$ cat src/common/throttle_pkg.sv
package throttle_pkg;

  // Register map, word aligned byte offsets
  localparam logic [3:0] REG_CTRL   = 4'h0;  // thermal_ctrl_word
  localparam logic [3:0] REG_STATUS = 4'h4;
  localparam logic [3:0] REG_PERF   = 4'h8;  // perf_status_word
  localparam logic [3:0] REG_VCODE  = 4'hC;

  // thermal_ctrl_word fields
  localparam int CTRL_OD_EN    = 4;
  localparam int CTRL_DUTY_LO  = 1;
  localparam int CTRL_MOD_EN   = 8;
  localparam int CTRL_FV_EN    = 9;
  localparam logic [31:0] CTRL_RESET = 32'h0000_0000;

  // Status fields
  localparam int STS_HOT      = 0;
  localparam int STS_ENGAGED  = 1;
  localparam int STS_CLK_RUN  = 2;
  localparam int STS_FV_BUSY  = 3;
  localparam int STS_BUS_BLK  = 4;
  localparam int STS_IRQ_PEND = 5;

  // Timing
  localparam int CLK_MHZ           = 100;
  localparam int OFF_MAX_NS        = 3000;
  localparam int OFF_MAX_CYC       = OFF_MAX_NS * CLK_MHZ / 1000;
  localparam int FREQ_CHANGE_US    = 5;
  localparam int FREQ_CHANGE_CYC   = FREQ_CHANGE_US * CLK_MHZ;
  localparam int MOD_PERIOD_CYC    = 400;
  localparam int FACTORY_ON_CYC    = 160;
  localparam int HYST_CYC_DEF      = 10000;
  localparam int VSTEP_CYC_DEF     = 50;

  localparam logic [5:0] MULT_LOW_DEF  = 6'h0C;
  localparam logic [5:0] MULT_NORM_DEF = 6'h12;
  localparam logic [5:0] VCODE_NORM_DEF = 6'h10;
  localparam logic [5:0] VCODE_LOW_DEF  = 6'h18;

  typedef enum logic [2:0] {
    FV_NORMAL   = 3'b000,
    FV_FREQ_DN  = 3'b001,
    FV_VOLT_DN  = 3'b011,
    FV_LOW      = 3'b010,
    FV_VOLT_UP  = 3'b110,
    FV_FREQ_UP  = 3'b111
  } fv_state_t;

  typedef struct packed {
    logic [31:0] address;
    logic        read;
    logic        write;
    logic [31:0] writedata;
    logic [3:0]  byteenable;
  } av_req_t;

  typedef struct packed {
    logic [31:0] readdata;
    logic        waitrequest;
  } av_rsp_t;

endpackage : throttle_pkg

$ cat src/core/thermal_throttle_control.sv
`timescale 1ns/1ps
module thermal_throttle_control
  import throttle_pkg::*;
#(
  parameter int         HYST_CYC    = HYST_CYC_DEF,
  parameter int         VSTEP_CYC   = VSTEP_CYC_DEF,
  parameter logic [5:0] MULT_LOW    = MULT_LOW_DEF,
  parameter logic [5:0] VCODE_NORM  = VCODE_NORM_DEF,
  parameter logic [5:0] VCODE_LOW   = VCODE_LOW_DEF
) (
  input  wire logic                 clk,
  input  wire logic                 rst,
  input  wire throttle_pkg::av_req_t av_req,
  output      throttle_pkg::av_rsp_t av_rsp,
  input  wire logic                 sensor_hot,
  input  wire logic                 overtemp_flag_n_in,
  output      logic                 overtemp_flag_n_out,
  output      logic                 overtemp_flag_n_oe,
  input  wire logic                 irq_edge,
  output      logic                 irq_service,
  output      logic                 core_clk_en,
  output      logic                 bus_block,
  output      logic [5:0]           bus_multiplier,
  output      logic [5:0]           voltage_select_code
);
  import throttle_pkg::*;

  if (HYST_CYC < 1 || HYST_CYC > 65535) begin : g_bad_hyst
    $error("HYST_CYC out of range");
  end
  if (VSTEP_CYC < 1 || VSTEP_CYC > 1023) begin : g_bad_vstep
    $error("VSTEP_CYC out of range");
  end
  if (VCODE_LOW < VCODE_NORM) begin : g_bad_vcode
    $error("VCODE_LOW must be above VCODE_NORM");
  end

  // Factory modulation must keep off time within bound
  localparam int FACT_OFF = MOD_PERIOD_CYC - FACTORY_ON_CYC;
  if (FACT_OFF > OFF_MAX_CYC) begin : g_bad_off
    $error("Factory off time too long");
  end

  typedef struct packed {
    logic [31:0] ctrl;
    logic [5:0]  perf;
    logic        engaged;
    logic [15:0] hyst;
    logic [8:0]  phase;
    fv_state_t   fv;
    logic [9:0]  tmr;
    logic [5:0]  vcode;
    logic [5:0]  mult;
    logic        irq_pend;
    logic        irq_svc;
    logic [31:0] rdata;
    logic        rvalid;
  } state_t;

  state_t st;
  state_t next_st;

  logic hot;
  logic mod_en;
  logic fv_en;
  logic od_en;
  logic [8:0] on_cyc;
  logic clk_run;
  logic access;
  logic mapped;

  // External pull-low counts as hot; our own drive only mirrors sensor_hot
  assign hot    = sensor_hot | ~overtemp_flag_n_in;
  assign mod_en = st.ctrl[CTRL_MOD_EN];
  assign fv_en  = st.ctrl[CTRL_FV_EN];
  assign od_en  = st.ctrl[CTRL_OD_EN];
  assign access = av_req.read | av_req.write;
  // Upper address bits must be zero, or high offsets would alias the map
  assign mapped = (av_req.address[31:4] == 28'h000_0000);

  always_comb begin
    // Factory duty wins while engaged with modulation on; on-demand eighths of the period otherwise
    if (st.engaged && mod_en) begin
      on_cyc = 9'(FACTORY_ON_CYC);
    end else begin
      on_cyc = 9'((int'(st.ctrl[CTRL_DUTY_LO +: 3]) * MOD_PERIOD_CYC) / 8);
    end
    if (st.engaged && mod_en) begin
      clk_run = (st.phase < on_cyc);
    end else if (od_en && st.ctrl[CTRL_DUTY_LO +: 3] != 3'h0) begin
      clk_run = (st.phase < on_cyc);
    end else begin
      clk_run = 1'b1;
    end
  end

  always_comb begin
    next_st        = st;
    next_st.rvalid = 1'b0;
    next_st.irq_svc = 1'b0;

    next_st.phase = (st.phase == 9'(MOD_PERIOD_CYC - 1)) ? 9'h0 : st.phase + 9'h1;

    // Engage on heat with modulation or freq-volt on; release only when that ends and timer has run out
    if (hot && (mod_en || fv_en)) begin
      next_st.engaged = 1'b1;
      next_st.hyst    = 16'(HYST_CYC);
    end else if (st.engaged) begin
      if (st.hyst != 16'h0) begin
        next_st.hyst = st.hyst - 16'h1;
      end else begin
        next_st.engaged = 1'b0;
      end
    end

    if (st.tmr != 10'h0) next_st.tmr = st.tmr - 10'h1;
    unique case (st.fv)
      FV_NORMAL: begin
        next_st.mult = st.perf;
        if (st.engaged && fv_en) begin
          next_st.fv   = FV_FREQ_DN;
          next_st.tmr  = 10'(FREQ_CHANGE_CYC - 1);
          next_st.mult = MULT_LOW;
        end
      end
      FV_FREQ_DN: begin
        if (st.tmr == 10'h0) begin
          next_st.fv  = FV_VOLT_DN;
          next_st.tmr = 10'(VSTEP_CYC - 1);
        end
      end
      FV_VOLT_DN: begin
        if (st.tmr == 10'h0) begin
          if (st.vcode == VCODE_LOW) begin
            next_st.fv = FV_LOW;
          end else begin
            next_st.vcode = st.vcode + 6'h1;
            next_st.tmr   = 10'(VSTEP_CYC - 1);
          end
        end
      end
      FV_LOW: begin
        if (!st.engaged) begin
          next_st.fv  = FV_VOLT_UP;
          next_st.tmr = 10'(VSTEP_CYC - 1);
        end
      end
      FV_VOLT_UP: begin
        if (st.tmr == 10'h0) begin
          if (st.vcode == VCODE_NORM) begin
            next_st.fv   = FV_FREQ_UP;
            next_st.tmr  = 10'(FREQ_CHANGE_CYC - 1);
            next_st.mult = st.perf;
          end else begin
            next_st.vcode = st.vcode - 6'h1;
            next_st.tmr   = 10'(VSTEP_CYC - 1);
          end
        end
      end
      FV_FREQ_UP: begin
        if (st.tmr == 10'h0) next_st.fv = FV_NORMAL;
      end
      default: next_st.fv = FV_NORMAL;
    endcase

    // Interrupts wait for running clocks and an open bus; a new edge wins over service
    if (st.irq_pend && clk_run && !bus_block) begin
      next_st.irq_svc  = 1'b1;
      next_st.irq_pend = 1'b0;
    end
    if (irq_edge) next_st.irq_pend = 1'b1;

    // Register slave: bus is stalled during a frequency change
    if (access && !bus_block && !st.rvalid) begin
      next_st.rvalid = 1'b1;
      next_st.rdata  = 32'h0000_0000;
      if (av_req.write && mapped) begin
        unique case (av_req.address[3:0])
          REG_CTRL: next_st.ctrl = av_req.writedata & 32'h0000_031E;
          REG_PERF: next_st.perf = av_req.writedata[5:0];
          default: ;
        endcase
      end else if (av_req.read && mapped) begin
        unique case (av_req.address[3:0])
          REG_CTRL:   next_st.rdata = st.ctrl;
          REG_STATUS: next_st.rdata = {26'h0, st.irq_pend, bus_block,
                                       (st.fv != FV_NORMAL), clk_run,
                                       st.engaged, hot};
          REG_PERF:   next_st.rdata = {26'h0, st.perf};
          REG_VCODE:  next_st.rdata = {18'h0_0000, st.mult, 2'h0, st.vcode};
          default: ;
        endcase
      end
    end
  end

  always_ff @(posedge clk) begin
    if (rst) begin
      st       <= '0;
      st.ctrl  <= CTRL_RESET;
      st.perf  <= MULT_NORM_DEF;
      st.mult  <= MULT_NORM_DEF;
      st.vcode <= VCODE_NORM;
      st.fv    <= FV_NORMAL;
    end else begin
      st <= next_st;
    end
  end

  assign bus_block           = (st.fv == FV_FREQ_DN) || (st.fv == FV_FREQ_UP);
  assign overtemp_flag_n_out = 1'b0;
  assign overtemp_flag_n_oe  = sensor_hot;
  assign core_clk_en         = clk_run;
  assign irq_service         = st.irq_svc;
  assign bus_multiplier      = st.mult;
  assign voltage_select_code = st.vcode;
  assign av_rsp.readdata     = st.rdata;
  assign av_rsp.waitrequest  = !st.rvalid;

  a_hot_pin: assert property (@(posedge clk) disable iff (rst)
    sensor_hot |-> overtemp_flag_n_oe && !overtemp_flag_n_out)
    else $error("Over-temperature pin not driven while hot");
  a_engage_hot: assert property (@(posedge clk) disable iff (rst)
    hot && mod_en |=> st.engaged)
    else $error("Throttle did not engage");
  a_no_engage: assert property (@(posedge clk) disable iff (rst)
    !mod_en && !fv_en && !od_en |-> core_clk_en && st.fv != FV_FREQ_DN)
    else $error("Throttling without enable");
  a_hyst_hold: assert property (@(posedge clk) disable iff (rst)
    st.engaged && st.hyst != 16'h0 |=> st.engaged)
    else $error("Released before hysteresis expired");
  a_freq_block: assert property (@(posedge clk) disable iff (rst)
    $rose(st.fv == FV_FREQ_DN) |-> bus_block [*8])
    else $error("Bus not blocked during frequency change");
  a_bus_stall: assert property (@(posedge clk) disable iff (rst)
    bus_block |-> av_rsp.waitrequest)
    else $error("Bus answered during frequency change");
  a_volt_first: assert property (@(posedge clk) disable iff (rst)
    st.fv == FV_VOLT_UP |-> bus_multiplier == MULT_LOW)
    else $error("Frequency raised before voltage restored");
  a_irq_gate: assert property (@(posedge clk) disable iff (rst)
    irq_service |-> $past(core_clk_en) && !$past(bus_block))
    else $error("Interrupt serviced with clocks stopped");
  a_vstep_one: assert property (@(posedge clk) disable iff (rst)
    $changed(voltage_select_code) |-> !bus_block)
    else $error("Voltage stepped during frequency change");
  a_off_bound: assert property (@(posedge clk) disable iff (rst)
    st.engaged && mod_en && !core_clk_en |-> ##[1:300] core_clk_en)
    else $error("Clock off too long");

  c_mod_engage: cover property (@(posedge clk) disable iff (rst)
    st.engaged && mod_en && !core_clk_en);
  c_fv_low: cover property (@(posedge clk) disable iff (rst) st.fv == FV_LOW);
  c_fv_return: cover property (@(posedge clk) disable iff (rst)
    st.fv == FV_FREQ_UP ##1 st.fv == FV_NORMAL);
  c_ondemand: cover property (@(posedge clk) disable iff (rst)
    od_en && !st.engaged && !core_clk_en);

endmodule // thermal_throttle_control

$ cat config.mk
export PLATFORM = sky130hd
export DESIGN_NAME = thermal_throttle_control
export DESIGN_NICKNAME = d
export VERILOG_FILES = /design/src/common/throttle_pkg.sv /design/src/core/thermal_throttle_control.sv
export SDC_FILE = /design/constraint.sdc
export NUM_CORES = 1
export LEC_CHECK = 0
export BUFFER_PORTS_ARGS = -buffer_cell sky130_fd_sc_hd__clkbuf_2
export CORE_MARGIN = 3
export CORE_UTILIZATION = 44
export CTS_CLUSTER_DIAMETER = 150
export DETAILED_ROUTE_END_ITERATION = 6
export PLACE_DENSITY = 0.74
export RECOVER_POWER = 100
export SLEW_MARGIN = 20
export SYNTH_ARGS = -nofsm -noshare
export SYNTH_HDL_FRONTEND = slang
export SYNTH_SLANG_ARGS = --single-unit
$ cat constraint.sdc
create_clock -name clk -period 3.7 [get_ports clk]
set_input_delay 0.185 -clock clk [delete_from_list [all_inputs] [get_ports clk]]
set_output_delay 0.185 -clock clk [all_outputs]
set_load 0.05 [all_outputs]
==> flow_summary.json, run 1 <==
{
  "cp_common_cell": "ha_1",
  "p_per_area_nw_per_um2": 486.3,
  "die-area_um2": 11940,
  "period_share_pct": 89.87,
  "crit_slowest_cell": "clkbuf_1",
  "overflow": 0,
  "grt_start_max_net_pins": 40,
  "die_w_um": 109.3,
  "cts.htree.levels": 3,
  "yosys_warnings": 0,
  "crit_family": "adder cells",
  "p_leak_nw": 2.067,
  "grt_usage_pct": 18.61,
  "maxSlewHeadroom_pct": 41.36,
  "synth_mux_area_share_pct": 4.453,
  "num_io_pins": 125,
  "syn_area_um2": 4692,
  "final_cell_mix": "78 x dfxtp_1, 62 x nor2_1, 46 x clkbuf_2",
  "synth_top_family_by_area": "simple AND/OR/NAND/NOR gates",
  "start_util_pct": 45.25,
  "cts_root_buf": "clkbuf_8",
  "hold_viol_final": 0,
  "syn_area_per_cell_um2": 8.319,
  "synth_simple_gate_area_share_pct": 23.73,
  "route.detailed.drc": 0,
  "slew_viol_final": 0,
  "final_nets": 692,
  "status": "finished, final reports clean",
  "clock_latency_ns": 0.37,
  "vdd_drop_max_mv": 0.1930,
  "critPathCaptureType": "output port",
  "synthAdderAreaFrac_pct": 5.333,
  "worst_slew_pin_slew_ns": 0.8778,
  "final.min_clock_period_ns": 3.325,
  "critPathBufInv": 3,
  "p_total_mw": 2.432,
  "vias_per_cell": 5.579,
  "synth_cell_types": 68,
  "antenna_cells": 0,
  "required_ns": 3.51,
  "post-place-ws_ns": 0.9825,
  "synth_seq_cells": 78,
  "place_congestion": 0.8738,
  "portBuffers": 75,
  "tns_ns": 0,
  "synth_edf_count": 0,
  "cts_setup_buffers": 0,
  "nFillCells": 1026,
  "synth_cells": 564,
  "rsz0062_at_grt": "no",
  "postCtsHoldBufs": 0,
  "die_h_um": 109.3,
  "core_area_um2": 10370,
  "detail_route.wl_per_cell_um": 15.01,
  "grt_first_pass_wirelength_mm": 17.72,
  "finalWorstSetupSlack_ns": 0.3749,
  "firstDrtPassIters": 6,
  "clock_path_buffers": 2,
  "ant_nets": 0,
  "cts_tree": "done",
  "cts.sinks": 78,
  "cp-start-kind": "flip-flop",
  "cap_violations": 0,
  "skew_ns": 0.008815,
  "async_flop_share_pct": 0,
  "antenna_found_initial": 0,
  "clkTransAtPathRegs_ns": 0.09,
  "max_stage_delay_ns": 0.51,
  "vias": 4117,
  "drt_first_iter_violations": 284,
  "dp_hpwl_mm": 8.205,
  "min_path_type": "in2reg",
  "cp_max_fo": 6,
  "area_delta_synth_final_pct": 6.560,
  "setup_viol": 0,
  "crit_chain": "inv_1 > ha_1 > inv_1 > ha_1 > ha_1 > o21ai_0 > ha_1 > a21oi_1 > o21ai_0 > o22ai_1 > clkbuf_1",
  "crit_type": "reg2out",
  "cts_made_buffers": 9,
  "grt_pass1_vias": 3790,
  "yosysSeqAreaShare_pct": 33.28,
  "synth_xor_xnor_area_share_pct": 4.667,
  "cts_resized": 0,
  "row_count": 37,
  "final_common_cell": "dfxtp_1",
  "max_freq_mhz": 300.7,
  "cp.arrival_ns": 3.14,
  "ys.flop_type": "dfxtp_1",
  "drive_gt1_share_pct": 12.62,
  "synth_compound_area_share_pct": 16.64,
  "wirelength_mm": 11.08
}
## report_power, final
group,internal [mW],leakage [nW],switching [mW]
Sequential,0.900,0.632,0.0578
Clock,0.451,0.124,0.330
Combinational,0.251,1.31,0.442
## registers in the layout, indices dropped and copies added, names as in the netlist
| signal | count |
|---|---|
| mod_en | 1 |
| od_en | 1 |
| st | 50 |
| av_rsp | 12 |
| bus_multiplier | 6 |
| fv_en | 1 |
| voltage_select_code | 6 |
| irq_service | 1 |
## stage by stage
| stage | utilization, % | instances | instance area [um2] | hold WS, ns |
|---|---|---|---|---|
| 2_1_floorplan | - | 584 | 4767 | 0.3289 |
| 3_3_place_gp | 46.75 | 722 | 4848 | 0.4270 |
| 3_5_place_dp | 46.75 | 722 | 4848 | 0.4459 |
| 4_1_cts | 49.12 | 738 | 5094 | 0.06461 |
| 5_1_grt | 48.21 | 738 | 5000 | 0.07751 |
| 6_report | 48.21 | 738 | 5000 | 0.06708 |
## cell usage after synthesis (all sizes together) (4+ instances only)
master	count	area share, %
nor2b	6	0.80
a311oi	4	0.75
xnor2	18	3.4
nor3	29	3.7
a31oi	5	0.67
xor2	7	1.3
or3	7	1.0
a21o	6	0.96
a211o	5	0.93
buf	53	8.5
a21oi	39	4.2
inv	20	1.6
and2	6	0.80
mux2i	13	2.8
ha	20	5.3
nand2b	10	1.3
clkbuf	22	1.8
o21ai	16	1.7
o22ai	5	0.67
dfxtp	78	33
nor2	62	5.0
nand2	33	2.6
nand3	19	2.1
and3	4	0.53
nand4	6	1.1
a22oi	9	1.4
nor4	11	1.6
## tightest hold or removal path, cell delays in order
cell and delay (ns):
clkbuf_2 0.09, mux2i_1 0.06, nor2_1 0.07
## metal layers
layer,GRT usage [%],vias up,part of all wire (%)
li1,-,2003,-
met1,22.58,1911,43
met2,32.06,172,46
met3,3.612,31,8.3
met4,7.925,0,2.8
met5,0,-,0
## kinds of logic after synthesis
logic type,after synthesis
multiplexers,17
AO/OA/AOI/OAI,117
flip-flops,78
buffers and inverters,95
other,1
XOR/XNOR,25
AND/OR/NAND/NOR,211
adder cells (fa/ha/maj),20
## area by class of cell
| type | count | area, um2 | area share, % |
|---|---|---|---|
| repair buffers | 77 | 350.3 | 7.007 |
| inverters | 20 | 75.07 | 1.502 |
| clock buffers | 9 | 123.9 | 2.477 |
| well taps | 136 | 170.2 | 3.403 |
| flip-flops and latches | 78 | 1562 | 31.23 |
| multi-input cells | 411 | 2597 | 51.95 |
| clock inverters | 7 | 121.4 | 2.427 |
## worst paths after layout
kind,startpoint,end,slack [ns],depth (start not counted)
worst max-delay path,st[94],core_clk_en,0.37,11
worst min-delay path,av_req[12],mod_en,0.07,3
worst max register to register,st[47],bus_multiplier[2],0.44,9
worst min register to register,st[60],st[60],0.45,1
(Power assumes the default switching activity.)
==> run 2: changes to the inputs <==
Settings changed: PLACE_DENSITY 0.74 to 0.68.
Clock period 3.7 ns to 3.5 ns, I/O delays scaled along.
==> run 2 against run 1 <==
  * Core utilization fell by 0.28 points
  * Via count down 1.4%
  * Die area did not move
  * Clock power fell by 12%
  * Cell count unchanged
  * Cell area shrank 0.58%
  * Critical path type unchanged
  * Largest power group unchanged
  * Worst setup slack improved by 0.090 ns
  * Clock skew rose by 0.0052 ns
==> flow_summary.json, run 2 (synthesized netlist as in run 1, its figures left out) <==
{
  "cts_resized": 0,
  "hold_viol_final": 0,
  "p_leak_nw": 2.048,
  "cts.sinks": 78,
  "wirelength_mm": 10.90,
  "final_cell_mix": "78 x dfxtp_1, 62 x nor2_1, 47 x clkbuf_2",
  "die-area_um2": 11940,
  "final_nets": 693,
  "vias": 4060,
  "core_area_um2": 10370,
  "dp.cells": 723,
  "setup_viol": 0,
  "portBuffers": 75,
  "cp-start-kind": "flip-flop",
  "grt_pass1_vias": 3805,
  "cts_setup_buffers": 0,
  "slew_viol_final": 0,
  "power.internal_mw": 1.566,
  "cts_root_buf": "clkbuf_8",
  "area_delta_synth_final_pct": 5.947,
  "die_h_um": 109.3,
  "clkTransAtPathRegs_ns": 0.08,
  "grt_first_pass_wirelength_mm": 17.64,
  "postCtsHoldBufs": 0,
  "required_ns": 3.32,
  "worst_slew_pin_slew_ns": 0.8208,
  "clkPwrFrac_pct": 28.1,
  "drt_first_iter_violations": 263,
  "place_area_um2": 4856,
  "grt_usage_pct": 18.54,
  "regMostFlops": "st",
  "finish.utilization_pct": 47.94,
  "period_share_pct": 86.71,
  "critPathCaptureType": "output port",
  "skew_ns": 0.01406,
  "sequentialPowerShare_pct": 41.6,
  "cap_violations": 0,
  "power_frac_comb_pct": 30.3,
  "die_w_um": 109.3,
  "detail_route.wl_per_cell_um": 14.76,
  "place_congestion": 0.8371,
  "cts.htree.levels": 3,
  "antenna_cells": 0,
  "drive_gt1_share_pct": 12.79,
  "p_per_area_nw_per_um2": 490.6,
  "min_path_type": "in2reg",
  "tns_ns": 0,
  "largest_reg_flops": 50,
  "overflow": 0,
  "swShare_pct": 35.78,
  "crit_type": "reg2out",
  "stdcell_count": 738,
  "antenna_found_initial": 0,
  "vias_per_cell": 5.501,
  "final.min_clock_period_ns": 3.035,
  "grt_start_max_net_pins": 43,
  "maxSlewHeadroom_pct": 45.28,
  "final_common_cell": "dfxtp_1",
  "vdd_drop_max_mv": 0.1914,
  "cp_max_fo": 6,
  "route.detailed.drc": 0,
  "stdcell_area_um2": 4971,
  "rsz0062_at_grt": "no",
  "num_io_pins": 125,
  "p_sw_uw": 872.6,
  "clock_path_buffers": 2,
  "cp.arrival_ns": 2.86,
  "status": "finished, final reports clean",
  "dp_hpwl_mm": 8.267,
  "ant_nets": 0,
  "firstDrtPassIters": 4,
  "clock_latency_ns": 0.35,
  "max_freq_mhz": 329.5,
  "cts_tree": "done",
  "start_util_pct": 45.25,
  "row_count": 37,
  "cts_made_buffers": 9
}
run 2: worst max-delay path, stage by stage (launching register included):
cell	delay, ns
dfxtp_1	0.44
inv_1	0.10
ha_1	0.29
inv_1	0.04
ha_1	0.18
ha_1	0.17
o21ai_0	0.17
ha_1	0.28
a21oi_1	0.14
o21ai_0	0.12
o22ai_1	0.25
clkbuf_2	0.34
run 2: worst paths after layout:
path | start | to | slack [ns] | cells past startpoint
worst min register to register | st[60] | st[60] | 0.44 | 1
worst max-delay path | st[94] | core_clk_en | 0.47 | 11
worst min-delay path | av_req[12] | mod_en | 0.08 | 3
worst max register to register | st[47] | bus_multiplier[2] | 0.59 | 9
run 2: power groups by stage:
stage | sequential [mW] | combinational [mW] | clock (mW)
6_report | 1.01 | 0.739 | 0.686
3_5_place_dp | 1.04 | 0.770 | 0
4_1_cts | 1.01 | 0.774 | 0.705
3_3_place_gp | 1.03 | 0.745 | 0
2_1_floorplan | 1.01 | 0.667 | 0
5_1_grt | 1.02 | 0.830 | 0.738
run 2: cell type report:
type	instances	area, um2
inverters	20	75.07
clock buffers	10	137.6
repair buffers	78	359.1
well taps	136	170.2
flip-flops and latches	78	1562
clock inverters	5	58.81
fillers	1028	5399
multi-input cells	411	2609
run 2: metal layers:
metal	up-vias	share of wire (%)	track usage [%]	wire length [um]
met5	-	0	0	0
met4	0	1.5	6.857	161
met3	13	7.5	2.901	822
met2	147	49	32.98	5323
met1	1881	42	22.46	4588
li1	2019	-	-	-
run 2: metrics by stage:
stage / setup slack [ns] / hold WS, ns / total power, mW
floorplan: 0.5291 / 0.3189 / 1.676
global placement: 0.8102 / 0.4273 / 1.776
detailed placement: 0.8098 / 0.4287 / 1.806
CTS: 0.4254 / 0.07450 / 2.494
global route: 0.2516 / 0.08261 / 2.592
finish: 0.4653 / 0.07712 / 2.439
